<file path="src/hdl/pulse_time_consts.svh">
// Constants for the pulse time position output block
`ifndef PULSE_TIME_CONSTS_SVH
`define PULSE_TIME_CONSTS_SVH
`define CLK_PERIOD_NS 8
`define STOP_PULSE_NS 1000000
`define STOP_PULSE_CYC (`STOP_PULSE_NS / `CLK_PERIOD_NS)
`define TRIG_LATENCY_NS 50
`define TRIG_LATENCY_CYC (`TRIG_LATENCY_NS / `CLK_PERIOD_NS)
`define RECIRC_MIN 7'h01
`define RECIRC_MAX 7'h7F
`define RECIRC_DEFAULT 7'h01
`define POS_W 20
`define CNT_W 28
`define IDLE_TIMEOUT_CYC 250000
`define INT_GAP_CYC 16
`endif

</file>
<file path="src/hdl/pulse_time_pkg.sv">
// Types for the pulse time position output block
package pulse_time_pkg;
  typedef enum logic [1:0] {
    MODE_START_STOP = 2'h0,
    MODE_WIDTH_EXT = 2'h1,
    MODE_WIDTH_INT = 2'h3
  } out_mode_t;
  typedef enum logic [1:0] {
    ST_IDLE = 2'h0,
    ST_DELAY = 2'h1,
    ST_PULSE = 2'h3,
    ST_GAP = 2'h2
  } seq_state_t;
endpackage : pulse_time_pkg

</file>
<file path="src/hdl/pulse_sync.sv">
// Two-stage synchroniser with rising edge detect
`timescale 1ns/1ps
`default_nettype none
module pulse_sync (
  input wire logic clk_in,
  input wire logic resetn_in,
  input wire logic async_in,
  output logic level_out,
  output logic rise_out
);
  logic meta_r;
  logic sync_r;
  logic prev_r;
  // Only sync_r reads meta_r
  always_ff @(posedge clk_in) begin
    if (!resetn_in) begin
      meta_r <= 1'b0;
      sync_r <= 1'b0;
      prev_r <= 1'b0;
    end else begin
      meta_r <= async_in;
      sync_r <= meta_r;
      prev_r <= sync_r;
    end
  end
  assign level_out = sync_r;
  assign rise_out = sync_r & ~prev_r;
endmodule : pulse_sync
`default_nettype wire

</file>
<file path="src/hdl/pulse_time_position_output.sv">
// Pulse time position output sequencer with status lights
`timescale 1ns/1ps
`default_nettype none
`include "pulse_time_consts.svh"
module pulse_time_position_output
  import pulse_time_pkg::*;
#(
  parameter int STOP_CYC = `STOP_PULSE_CYC,
  parameter int IDLE_CYC = `IDLE_TIMEOUT_CYC
) (
  input wire logic clk_in,
  input wire logic resetn_in,
  input wire logic [1:0] mode_in,
  input wire logic [6:0] recirc_in,
  input wire logic start_in,
  input wire logic [`POS_W-1:0] position_in,
  input wire logic magnet_ok_in,
  input wire logic fault_in,
  output logic pulse_out,
  output logic pulse_oe_n_out,
  output logic led_green_out,
  output logic led_red_out,
  output logic led_yellow_out
);
  logic start_lvl;
  logic start_rise;
  logic [1:0] mode_r;
  logic [6:0] recirc_r;
  logic [`POS_W-1:0] pos_r;
  seq_state_t state_r;
  logic [`CNT_W-1:0] cnt_r;
  logic [`CNT_W-1:0] idle_r;
  logic pulse_r;
  logic trig;
  logic [`CNT_W-1:0] width_nxt;

  pulse_sync u_start_sync (
    .clk_in(clk_in),
    .resetn_in(resetn_in),
    .async_in(start_in),
    .level_out(start_lvl),
    .rise_out(start_rise)
  );

  // Configuration and position capture; recirculation clamped to legal range
  always_ff @(posedge clk_in) begin
    if (!resetn_in) begin
      mode_r <= MODE_START_STOP;
      recirc_r <= `RECIRC_DEFAULT;
      pos_r <= '0;
    end else begin
      mode_r <= mode_in;
      recirc_r <= (recirc_in < `RECIRC_MIN) ? `RECIRC_MIN : recirc_in;
      pos_r <= position_in;
    end
  end

  // Trigger source depends on mode
  assign trig = (mode_r == MODE_WIDTH_INT) ? 1'b1 : start_rise;
  assign width_nxt = `CNT_W'(pos_r) * `CNT_W'(recirc_r);

  // Output sequencer
  always_ff @(posedge clk_in) begin
    if (!resetn_in) begin
      state_r <= ST_IDLE;
      cnt_r <= '0;
      pulse_r <= 1'b0;
    end else begin
      case (state_r)
        ST_IDLE: begin
          pulse_r <= 1'b0;
          if (trig && magnet_ok_in && !fault_in) begin
            if (mode_r == MODE_START_STOP) begin
              state_r <= ST_DELAY;
              cnt_r <= `CNT_W'(pos_r);
            end else begin
              state_r <= ST_PULSE;
              pulse_r <= 1'b1;
              cnt_r <= width_nxt;
            end
          end
        end
        ST_DELAY: begin
          if (cnt_r == '0) begin
            state_r <= ST_PULSE;
            pulse_r <= 1'b1;
            cnt_r <= `CNT_W'(STOP_CYC - 1);
          end else begin
            cnt_r <= cnt_r - 1'b1;
          end
        end
        ST_PULSE: begin
          if (cnt_r == '0) begin
            pulse_r <= 1'b0;
            state_r <= ST_GAP;
            cnt_r <= `CNT_W'(`INT_GAP_CYC);
          end else begin
            cnt_r <= cnt_r - 1'b1;
          end
        end
        ST_GAP: begin
          if (cnt_r == '0) begin
            state_r <= ST_IDLE;
          end else begin
            cnt_r <= cnt_r - 1'b1;
          end
        end
        default: begin
          state_r <= ST_IDLE;
          pulse_r <= 1'b0;
        end
      endcase
    end
  end

  // Interrogation watchdog for the yellow light
  always_ff @(posedge clk_in) begin
    if (!resetn_in) begin
      idle_r <= '0;
    end else if (trig || start_lvl) begin
      idle_r <= '0;
    end else if (idle_r != `CNT_W'(IDLE_CYC)) begin
      idle_r <= idle_r + 1'b1;
    end
  end

  // Status lights, one lit at a time
  always_ff @(posedge clk_in) begin
    if (!resetn_in) begin
      led_green_out <= 1'b0;
      led_red_out <= 1'b0;
      led_yellow_out <= 1'b1;
    end else begin
      led_red_out <= fault_in || !magnet_ok_in;
      led_yellow_out <= !fault_in && magnet_ok_in && (idle_r == `CNT_W'(IDLE_CYC));
      led_green_out <= !fault_in && magnet_ok_in && (idle_r != `CNT_W'(IDLE_CYC));
    end
  end

  assign pulse_out = pulse_r;

  // Line driver always driven after reset
  always_ff @(posedge clk_in) begin
    if (!resetn_in) begin
      pulse_oe_n_out <= 1'b1;
    end else begin
      pulse_oe_n_out <= 1'b0;
    end
  end

  // Length of the pulse now on the line and whether a delay led into it, for the checks below
  logic [`CNT_W-1:0] hi_len_r;
  logic from_delay_r;

  // Counts the cycles the output has been high, cleared while low
  always_ff @(posedge clk_in) begin
    if (!resetn_in) begin
      hi_len_r <= '0;
    end else if (pulse_r) begin
      hi_len_r <= hi_len_r + 1'b1;
    end else begin
      hi_len_r <= '0;
    end
  end

  // Set while a start/stop answer runs, so the stop length check knows its pulse
  always_ff @(posedge clk_in) begin
    if (!resetn_in) begin
      from_delay_r <= 1'b0;
    end else if (state_r == ST_DELAY) begin
      from_delay_r <= 1'b1;
    end else if (state_r == ST_IDLE) begin
      from_delay_r <= 1'b0;
    end
  end
endmodule : pulse_time_position_output
`default_nettype wire

</file>
<file path="config.mk">
export PLATFORM = sky130hd
export DESIGN_NAME = pulse_time_position_output
export DESIGN_NICKNAME = d
export VERILOG_FILES = /design/src/hdl/pulse_time_pkg.sv /design/src/hdl/pulse_sync.sv /design/src/hdl/pulse_time_position_output.sv
export VERILOG_INCLUDE_DIRS = /design/src /design/src/hdl
export SDC_FILE = /design/constraint.sdc
export NUM_CORES = 1
export LEC_CHECK = 0
export BUFFER_PORTS_ARGS = -buffer_cell sky130_fd_sc_hd__buf_2
export CAP_MARGIN = 25
export CORE_MARGIN = 8
export CORE_UTILIZATION = 60
export DETAILED_ROUTE_END_ITERATION = 7
export HOLD_SLACK_MARGIN = 0.12
export PLACE_DENSITY = 0.78
export SLEW_MARGIN = 20
export SYNTH_ARGS = -nofsm -noshare
export SYNTH_HDL_FRONTEND = slang
export SYNTH_SLANG_ARGS = --single-unit
</file>
<file path="constraint.sdc">
create_clock -name clk_in -period 6.9 [get_ports clk_in]
set_clock_uncertainty 0.15 [all_clocks]
set_input_delay 1.035 -clock clk_in [delete_from_list [all_inputs] [get_ports clk_in]]
set_output_delay 1.035 -clock clk_in [all_outputs]
set_load 0.03 [all_outputs]
</file>
==> results of run 1 <==
==> routing by layer <==
metal / part of all wire [%] / up-vias / routed length, µm / track usage, %
met1: 43 / 3497 / 8600 / 28.4
met5: 0 / - / 0 / 0
met4: 3.0 / 0 / 596 / 9.52
li1: - / 3426 / - / -
met3: 5.3 / 49 / 1070 / 3.73
met2: 49 / 222 / 9890 / 39.3
==> Yosys cell counts, types with 11 or more instances <==
master	count
nand2_1	103
a21o_1	11
nor4_1	13
xnor2_1	18
o21ai_0	47
clkbuf_1	32
a21oi_1	46
xor2_1	32
a211oi_1	11
ha_1	49
dfxtp_1	95
nand4_1	12
nor2_1	76
nor3_1	17
and2_1	125
nand3_1	16
inv_1	100
fa_1	89
==> cells in the final DEF, fill, tap and decap left out, types with 12 or more instances in the layout <==
master   count
nand4_1     12
inv_1      100
a21oi_1     46
and2_1     125
buf_2       38
nor4_1      13
nand2_1    103
dfxtp_1     95
nor3_1      17
xor2_1      32
nor2_1      76
fa_1        89
o21ai_0     47
ha_1        49
xnor2_1     18
nand3_1     16
==> area by class of cell <==
class / instances / area (µm²)
multi-input cells: 785 / 6200
clock inverters: 6 / 83.8
well taps: 184 / 230
repair buffers: 41 / 220
fillers: 1284 / 5050
clock buffers: 10 / 239
flip-flops and latches: 95 / 1900
inverters: 101 / 379
==> cell families (layout without fill, tap and decap cells) <==
family,after synthesis,in the layout,synth area share [%]
compound gates,182,182,13.4
flops,95,95,22.0
mux,4,4,0.492
buf+inv,141,158,6.33
simple gates,411,411,25.1
xor+xnor,50,50,5.06
fa+ha+maj,138,138,27.7
==> through the flow <==
stage                     power, mW  utilization, %
after global placement         1.96            62.3
final                          2.54            64.7
after detailed placement       1.98            62.3
after floorplan                1.74               -
after CTS                      2.53            64.6
after global routing           2.74            64.7
==> critical path: stages (launching register included) <==
cell	delay (ps)
dfxtp_1	750
nand2_1	170
fa_1	560
inv_1	50
fa_1	500
fa_1	540
inv_1	60
fa_1	540
inv_1	50
ha_1	380
a21o_1	190
a21o_1	190
a2111oi_1	470
a211oi_1	140
a2111oi_0	620
a21oi_1	190
xnor2_1	190
o2bb2ai_1	80
==> state kept, by name, indices dropped and copies added, names as in the netlist <==
name and cells:
led_red_out 1, u_start_sync.meta_r 1, idle_r 28, pulse_out 1, state_r 2, cnt_r 28, led_green_out 1, recirc_r 7
pos_r 20, mode_r 2, u_start_sync.prev_r 1, pulse_oe_n_out 1, u_start_sync.level_out 1, led_yellow_out 1
==> path summary, 6_finish.rpt <==
kind / from / to / slack (ps) / cells after the start
worst max register to register: recirc_r[6] / cnt_r[26] / 990 / 17
worst min-delay path: u_start_sync.meta_r / u_start_sync.level_out / 280 / 1
worst min register to register: u_start_sync.meta_r / u_start_sync.level_out / 280 / 1
worst max-delay path: recirc_r[6] / cnt_r[26] / 990 / 17
==> report_power, final <==
group	switching, mW	leakage, nW	internal [mW]
Combinational	0.772	3.35	0.490
Clock	0.242	0.158	0.300
Sequential	0.113	0.779	0.623
==> flow_summary.json, run 1 <==
{
  "maxCapViolCount": 0,
  "dpl.hpwl_mm": 15.1,
  "cts_sinks": 95,
  "fin_ws_ps": 988,
  "setup_viol": 0,
  "power.density_mw_per_mm2": 274,
  "h-tree-depth": 3,
  "clk_pin_slew_ps": 70,
  "core-area_mm2": 0.0143,
  "grt.overflow.total": 0,
  "fmax_ghz": 0.169,
  "wire_per_inst_um": 16.5,
  "cp_data_required_time_ps": 7000,
  "rsz0062_at_grt": "false",
  "p_leak_nw": 4.29,
  "place_ws_ps": 1050,
  "end_kind": "flop",
  "initial_core_util_pct": 60.5,
  "dieWidth_um": 136,
  "dieHeight_um": 136,
  "tightest_slew_ps": 920,
  "drc": 0,
  "ir_drop_uv": 185,
  "placedCellCount": 1205,
  "synth_edf_count": 0,
  "gp_congestion": 0.904,
  "io_buffers": 38,
  "antenna_found_initial": 0,
  "initialDrtViolationCount": 439,
  "slew_headroom_pct": 38.1,
  "yosysUniqueCellTypes": 68,
  "hold_buffers": 0,
  "yosys-top-cells-area": "dfxtp_1 (22%), fa_1 (21%), and2_1 (9.0%), ha_1 (7.1%), nand2_1 (4.5%)",
  "fin_nets": 1205,
  "whs_ps": 282,
  "cp_max_fo": 20,
  "vias_per_cell": 5.89,
  "cp.arrival_ps": 6010,
  "antenna_left": 0,
  "yosysSeqAreaShare_pct": 22.0,
  "critPathLaunchType": "flop",
  "status": "complete, no violations",
  "final_cells": 1222,
  "ctsLongestPathBuffers": 2,
  "synthesis.nets": 1193,
  "synth_top_area_cell": "dfxtp_1",
  "dieArea_mm2": 0.0185,
  "hold_viol": 0,
  "io_pins": 39,
  "drive_gt1_share_pct": 7.03,
  "hp-class": "reg -> reg",
  "avgSynthCellArea_um2": 8.48,
  "grt_pass1_vias": 7271,
  "placed_area_mm2": 0.00892,
  "async_flop_share_pct": 0,
  "critPathKind": "reg -> reg",
  "syn_inst": 1021,
  "finalCritPeriodShare_pct": 85.7,
  "final_max_slew_viol_count": 0,
  "cts_root_buf": "clkbuf_16",
  "grt_max_degree": 53,
  "track_usage_pct": 23.0,
  "final_area_mm2": 0.00926,
  "n_antenna_cell": 0,
  "cts_setup_buffers": 0,
  "wl_mm": 20.2,
  "tns_ps": 0,
  "synth_seq_cells": 95,
  "syn_area_mm2": 0.00865,
  "cts_made_buffers": 9,
  "vias": 7194,
  "synth_top_area_share_pct": 22.0,
  "cts_resized": 0,
  "synth_ff_type": "dfxtp_1",
  "dr.pass1.iters": 6,
  "yosys_warnings": 0,
  "cts_tree": "built",
  "fin_crit_ps": 5910,
  "row_count": 44,
  "grt_pass1_wl_mm": 34.3,
  "clk_latency_ps": 360,
  "areaGrowthSynthToFinish_pct": 6.98
}
No activity file was read; power rests on OpenSTA's default activity.
==> run 2: changes to the inputs <==
--- a/config.mk
+++ b/config.mk
@@ -6,6 +6,7 @@
 export SDC_FILE = /design/constraint.sdc
 export NUM_CORES = 1
 export LEC_CHECK = 0
+export ABC_AREA = 1
 export BUFFER_PORTS_ARGS = -buffer_cell sky130_fd_sc_hd__buf_2
 export CAP_MARGIN = 25
 export CORE_MARGIN = 8
==> flow_summary.json, run 2 <==
{
  "yosys_warnings": 0,
  "end_kind": "flop",
  "final_common_cell": "nand2_1",
  "hold_viol": 0,
  "slew_headroom_pct": 36.9,
  "route.met2.wl_mm": 12.2,
  "initial_core_util_pct": 60.7,
  "r2r_cells": 21,
  "fin_util_pct": 64.2,
  "cts_made_buffers": 9,
  "track_usage_pct": 25.2,
  "avgSynthCellArea_um2": 6.40,
  "drc": 0,
  "r2r_end": "cnt_r[11]",
  "maxCapViolCount": 0,
  "fmax_ghz": 0.195,
  "synthesis.nets": 1727,
  "p_leak_nw": 6.23,
  "hold_buffers": 0,
  "multi_input_area_mm2": 0.00647,
  "core-area_mm2": 0.0164,
  "vias_per_cell": 5.22,
  "dr.pass1.iters": 7,
  "wl_met3_mm": 1.29,
  "yosysUniqueCellTypes": 39,
  "antenna_left": 0,
  "areaGrowthSynthToFinish_pct": 5.74,
  "dpl.hpwl_mm": 19.2,
  "wl_met1_mm": 10.7,
  "holdPathStages": 2,
  "drive_gt1_share_pct": 6.09,
  "regArea_mm2": 0.00190,
  "critPathKind": "reg -> reg",
  "reg2reg_from": "recirc_r[4]",
  "placedCellCount": 1763,
  "combPwrFrac_pct": 48.6,
  "seq_power_share_pct": 29.5,
  "layout_common_cells": "nand2_1 (432), inv_1 (352), nor2_1 (150)",
  "async_flop_share_pct": 0,
  "cp_data_required_time_ps": 7010,
  "grt_pass1_vias": 9022,
  "tightest_slew_ps": 947,
  "finalCritPeriodShare_pct": 74.3,
  "synth_ff_type": "dfxtp_1",
  "slowest_delay_ps": 900,
  "hp-class": "reg -> reg",
  "h-tree-depth": 3,
  "cts_tree": "built",
  "io_buffers": 38,
  "intPower_mw": 1.27,
  "crit_top_cell": "nand2_1",
  "rsz0062_at_grt": "false",
  "whs_endpoint": "u_start_sync.level_out",
  "ir_drop_uv": 132,
  "cp_max_fo": 20,
  "fill_cells": 1525,
  "tns_ps": 0,
  "critPathLaunchType": "flop",
  "fin_nets": 1727,
  "top_layer_used": "met4",
  "clk_pin_slew_ps": 80,
  "n_antenna_cell": 0,
  "wl_mm": 24.8,
  "dieWidth_um": 145,
  "dieArea_mm2": 0.0210,
  "dieHeight_um": 145,
  "switching_power_mw": 1.16,
  "path_cells": "nand2_1 -> inv_1 -> fa_1 -> fa_1 -> fa_1 -> inv_1 -> fa_1 -> inv_1 -> ha_1 -> nand2_1 -> inv_1 -> nand2_1 -> nand2_1 -> inv_1 -> nand3_1 -> nand2_1 -> nand2_1 -> o21ai_0 -> nand3_1 -> nand2_1 -> inv_1",
  "antenna_found_initial": 0,
  "row_count": 47,
  "syn_inst": 1555,
  "cts_setup_buffers": 0,
  "cp_slowest_cell": "dfxtp_1",
  "yosysMostFrequentCell": "nand2_1",
  "synth_top_area_cell": "dfxtp_1",
  "whs_ps": 280,
  "final_cells": 1780,
  "cp.arrival_ps": 5240,
  "setup_viol": 0,
  "vias": 9292,
  "synth_edf_count": 0,
  "yosysSeqAreaShare_pct": 19.1,
  "synth_common_cells": "nand2_1 (432), inv_1 (352), nor2_1 (150)",
  "synth_seq_cells": 95,
  "ctsLongestPathBuffers": 2,
  "status": "complete, no violations",
  "initialDrtViolationCount": 706,
  "grt_max_degree": 49,
  "cts_resized": 0,
  "wire_per_inst_um": 13.9,
  "final_max_slew_viol_count": 0,
  "synth_top_area_share_pct": 19.1,
  "clk_latency_ps": 370,
  "cts_sinks": 95,
  "pwr-share-clk_pct": 21.9,
  "grt_pass1_wl_mm": 42.2,
  "power.density_mw_per_mm2": 231,
  "io_pins": 39,
  "top_regs": "cnt_r x28, idle_r x28, pos_r x20",
  "fin_crit_ps": 5130,
  "yosys-top-cells-area": "dfxtp_1 (19%), fa_1 (18%), nand2_1 (16%), inv_1 (13%), ha_1 (6.2%)",
  "syn_area_mm2": 0.00996,
  "cts_root_buf": "clkbuf_16",
  "grt.overflow.total": 0,
  "gp_congestion": 0.937,
  "reg2reg_slack_ps": 1770,
  "swShare_pct": 47.7,
  "min_from": "u_start_sync.meta_r"
}
[run 2: changes by cell type after synthesis, sizes merged, moves of 12 or more]
cell,previous run,this run
nand2,103,440
inv,100,358
and2,126,1
nor2,76,162
nand3,17,79
a21oi,46,81
xor2,32,16
xnor2,18,3
a211oi,12,0
clkbuf,32,44
[run 2: cell families after synthesis]
kind of cell / share of synthesized area, %
buffers and inverters: 15.9
AOI/OAI and AO/OA: 8.10
xor gates and xnor gates: 1.67
DFF: 19.1
and+or+nand+nor: 31.2
adders and majority gates: 24.1
[run 2: worst max path at each step]
stage	start	to	slack, ps	cells past startpoint
after detailed placement	recirc_r[6]	cnt_r[11]	1790	21
after global routing	recirc_r[5]	cnt_r[21]	1460	20
final	recirc_r[4]	cnt_r[11]	1770	21
after floorplan	recirc_r[6]	cnt_r[21]	2590	21
after global placement	recirc_r[6]	cnt_r[11]	1850	21
after CTS	recirc_r[6]	cnt_r[11]	1760	21
[run 2: layout make-up]
class	count	share of cell area (%)
multi-input combinational	1051	61.5
clock inverter	7	0.808
inverter	358	12.8
tap	220	2.61
timing repair buffer	40	2.14
clock buffer	9	2.14
sequential	95	18.1
[run 2: routing by layer]
layer / up-vias / GRT usage (%)
li1: 4670 / -
met1: 4303 / 31.5
met2: 270 / 43.9
met3: 49 / 3.18
met4: 0 / 8.71
met5: - / 0
[run 2: stage by stage]
stage / worst slack, ps / cell area [µm²] / power (mW)
final: 1770 / 10500 / 2.43
after global placement: 1850 / 10200 / 1.87
after CTS: 1760 / 10500 / 2.42
after detailed placement: 1790 / 10200 / 1.88
after floorplan: 2590 / 9960 / 1.62
after global routing: 1460 / 10500 / 2.63
[run 2: critical path: cells and delay by family (launching register included)]
kind,cells,cell delay [ps]
compound gates,1,250
fa+ha+maj,5,2400
flops,1,900
buf+inv,6,390
simple gates,9,930
[run 2: power groups by stage]
stage / clock network [mW] / logic, mW / registers [mW]
after floorplan: 0 / 0.941 / 0.684
after global placement: 0 / 1.15 / 0.723
after detailed placement: 0 / 1.16 / 0.724
after CTS: 0.539 / 1.17 / 0.712
after global routing: 0.557 / 1.35 / 0.727
final: 0.531 / 1.18 / 0.716
==> run 3: changes to the inputs <==
==> constraint.sdc (replaced) <==
create_clock -name clk_in -period 5.3 [get_ports clk_in]
set_clock_uncertainty 0.15 [all_clocks]
set_input_delay 0.795 -clock clk_in [delete_from_list [all_inputs] [get_ports clk_in]]
set_output_delay 0.795 -clock clk_in [all_outputs]
set_load 0.03 [all_outputs]
==> flow_summary.json, run 3 (synthesis gave the netlist of run 2 again) <==
{
  "hp-class": "reg -> reg",
  "wl_mm": 24.6,
  "fin_util_pct": 64.3,
  "slew_headroom_pct": 47.7,
  "io_buffers": 38,
  "initialDrtViolationCount": 856,
  "setup_viol": 0,
  "track_usage_pct": 25.1,
  "maxCapViolCount": 0,
  "drc": 0,
  "placedCellCount": 1764,
  "dr.pass1.iters": 5,
  "core-area_mm2": 0.0164,
  "hold_buffers": 0,
  "row_count": 47,
  "whs_endpoint": "u_start_sync.level_out",
  "grt.overflow.total": 0,
  "fin_crit_ps": 4930,
  "initial_core_util_pct": 60.7,
  "final_max_slew_viol_count": 0,
  "place_ws_ps": 244,
  "power.density_mw_per_mm2": 303,
  "p_leak_nw": 6.25,
  "antenna_found_initial": 0,
  "vias": 9323,
  "h-tree-depth": 3,
  "vias_per_cell": 5.23,
  "drive_gt1_share_pct": 6.41,
  "status": "complete, no violations",
  "rsz0062_at_grt": "false",
  "final_area_mm2": 0.0106,
  "reg2reg_from": "recirc_r[3]",
  "clk_pin_slew_ps": 80,
  "cts_root_buf": "clkbuf_16",
  "final_cells": 1781,
  "wire_per_inst_um": 13.8,
  "hold_viol": 0,
  "tns_ps": 0,
  "critPathLaunchType": "flop",
  "cts_made_buffers": 9,
  "grt_pass1_wl_mm": 42.3,
  "grt_max_degree": 49,
  "total_power_mw": 3.19,
  "dieArea_mm2": 0.0210,
  "io_pins": 39,
  "cp.arrival_ps": 5070,
  "final_common_cell": "nand2_1",
  "areaGrowthSynthToFinish_pct": 5.97,
  "fmax_ghz": 0.203,
  "tightest_slew_ps": 784,
  "ir_drop_uv": 154,
  "critPathKind": "reg -> reg",
  "whs_ps": 269,
  "n_antenna_cell": 0,
  "gp_congestion": 0.945,
  "cts_tree": "built",
  "r2r_cells": 17,
  "ctsLongestPathBuffers": 2,
  "dieHeight_um": 145,
  "layout_common_cells": "nand2_1 (432), inv_1 (352), nor2_1 (150)",
  "r2r_end": "cnt_r[20]",
  "holdPathStages": 2,
  "cp_max_fo": 20,
  "antenna_left": 0,
  "cp_data_required_time_ps": 5430,
  "dpl.hpwl_mm": 19.0,
  "reg2reg_slack_ps": 370,
  "fin_nets": 1728,
  "top_regs": "cnt_r x28, idle_r x28, pos_r x20",
  "min_from": "u_start_sync.meta_r",
  "grt_pass1_vias": 9236,
  "end_kind": "flop",
  "fin_ws_ps": 368,
  "clk_latency_ps": 360,
  "placed_area_mm2": 0.0102,
  "cts_sinks": 95,
  "finalCritPeriodShare_pct": 93.1,
  "dieWidth_um": 145
}
-- run 3: cell types whose count changed in the layout (fill, tap and decap cells not counted) --
cell        before  now
buf_4            1    2
bufinv_16        0    1
clkbuf_8         0    1
clkinv_4         0    1
clkinv_8         2    0
clkinvlp_4       1    0
dfxtp_1         95   91
dfxtp_2          0    4
inv_12           1    0
inv_6            2    1
inv_8            1    3
-- run 3: per-layer routing --
layer,GRT usage [%],vias to the layer above,part of all wire [%]
met1,30.9,4314,43
met4,9.47,0,2.6
met2,43.7,292,48
li1,-,4664,-
met5,0,-,0
met3,3.67,53,5.9
-- run 3: power breakdown --
part / internal [mW] / total, mW / leakage, nW / switching, mW
Clock: 0.392 / 0.722 / 0.159 / 0.330
Combinational: 0.513 / 1.54 / 5.31 / 1.03
Sequential: 0.800 / 0.930 / 0.781 / 0.130
-- run 3: how the worst max path moves through the flow --
stage,start,endpoint,slack (ps),cells past startpoint
final,recirc_r[3],cnt_r[20],370,17
after floorplan,recirc_r[6],cnt_r[21],990,21
after global routing,recirc_r[3],cnt_r[21],30,20
after global placement,recirc_r[6],cnt_r[21],280,20
after CTS,recirc_r[6],cnt_r[21],200,20
after detailed placement,recirc_r[6],cnt_r[21],240,20
-- run 3: repair_timing --
item                       CTS  global route
buffers inserted             0             0
resized for setup            0             4
setup endpoints to repair    0            13
-- run 3: final cells by class --
cell class | count | area [µm²]
Multi-Input combinational cell | 1051 | 6470
Inverter | 358 | 1340
Clock inverter | 6 | 81.3
Clock buffer | 10 | 239
Fill cell | 1530 | 5860
Timing Repair Buffer | 41 | 233
Sequential cell | 95 | 1910
Tap cell | 220 | 275
-- run 3: worst max-delay path, cell delays in order, from the launching register on --
cell and delay [ps]:
dfxtp_1 820, nand2_1 180, fa_1 550, fa_1 500, inv_1 60, fa_1 530
inv_1 60, fa_1 530, inv_1 40, ha_1 350, nand2_1 150, nor2_1 230
inv_1 70, nor2_1 150, nand4_1 140, nand4_1 130, nand3_1 90, a21oi_1 160
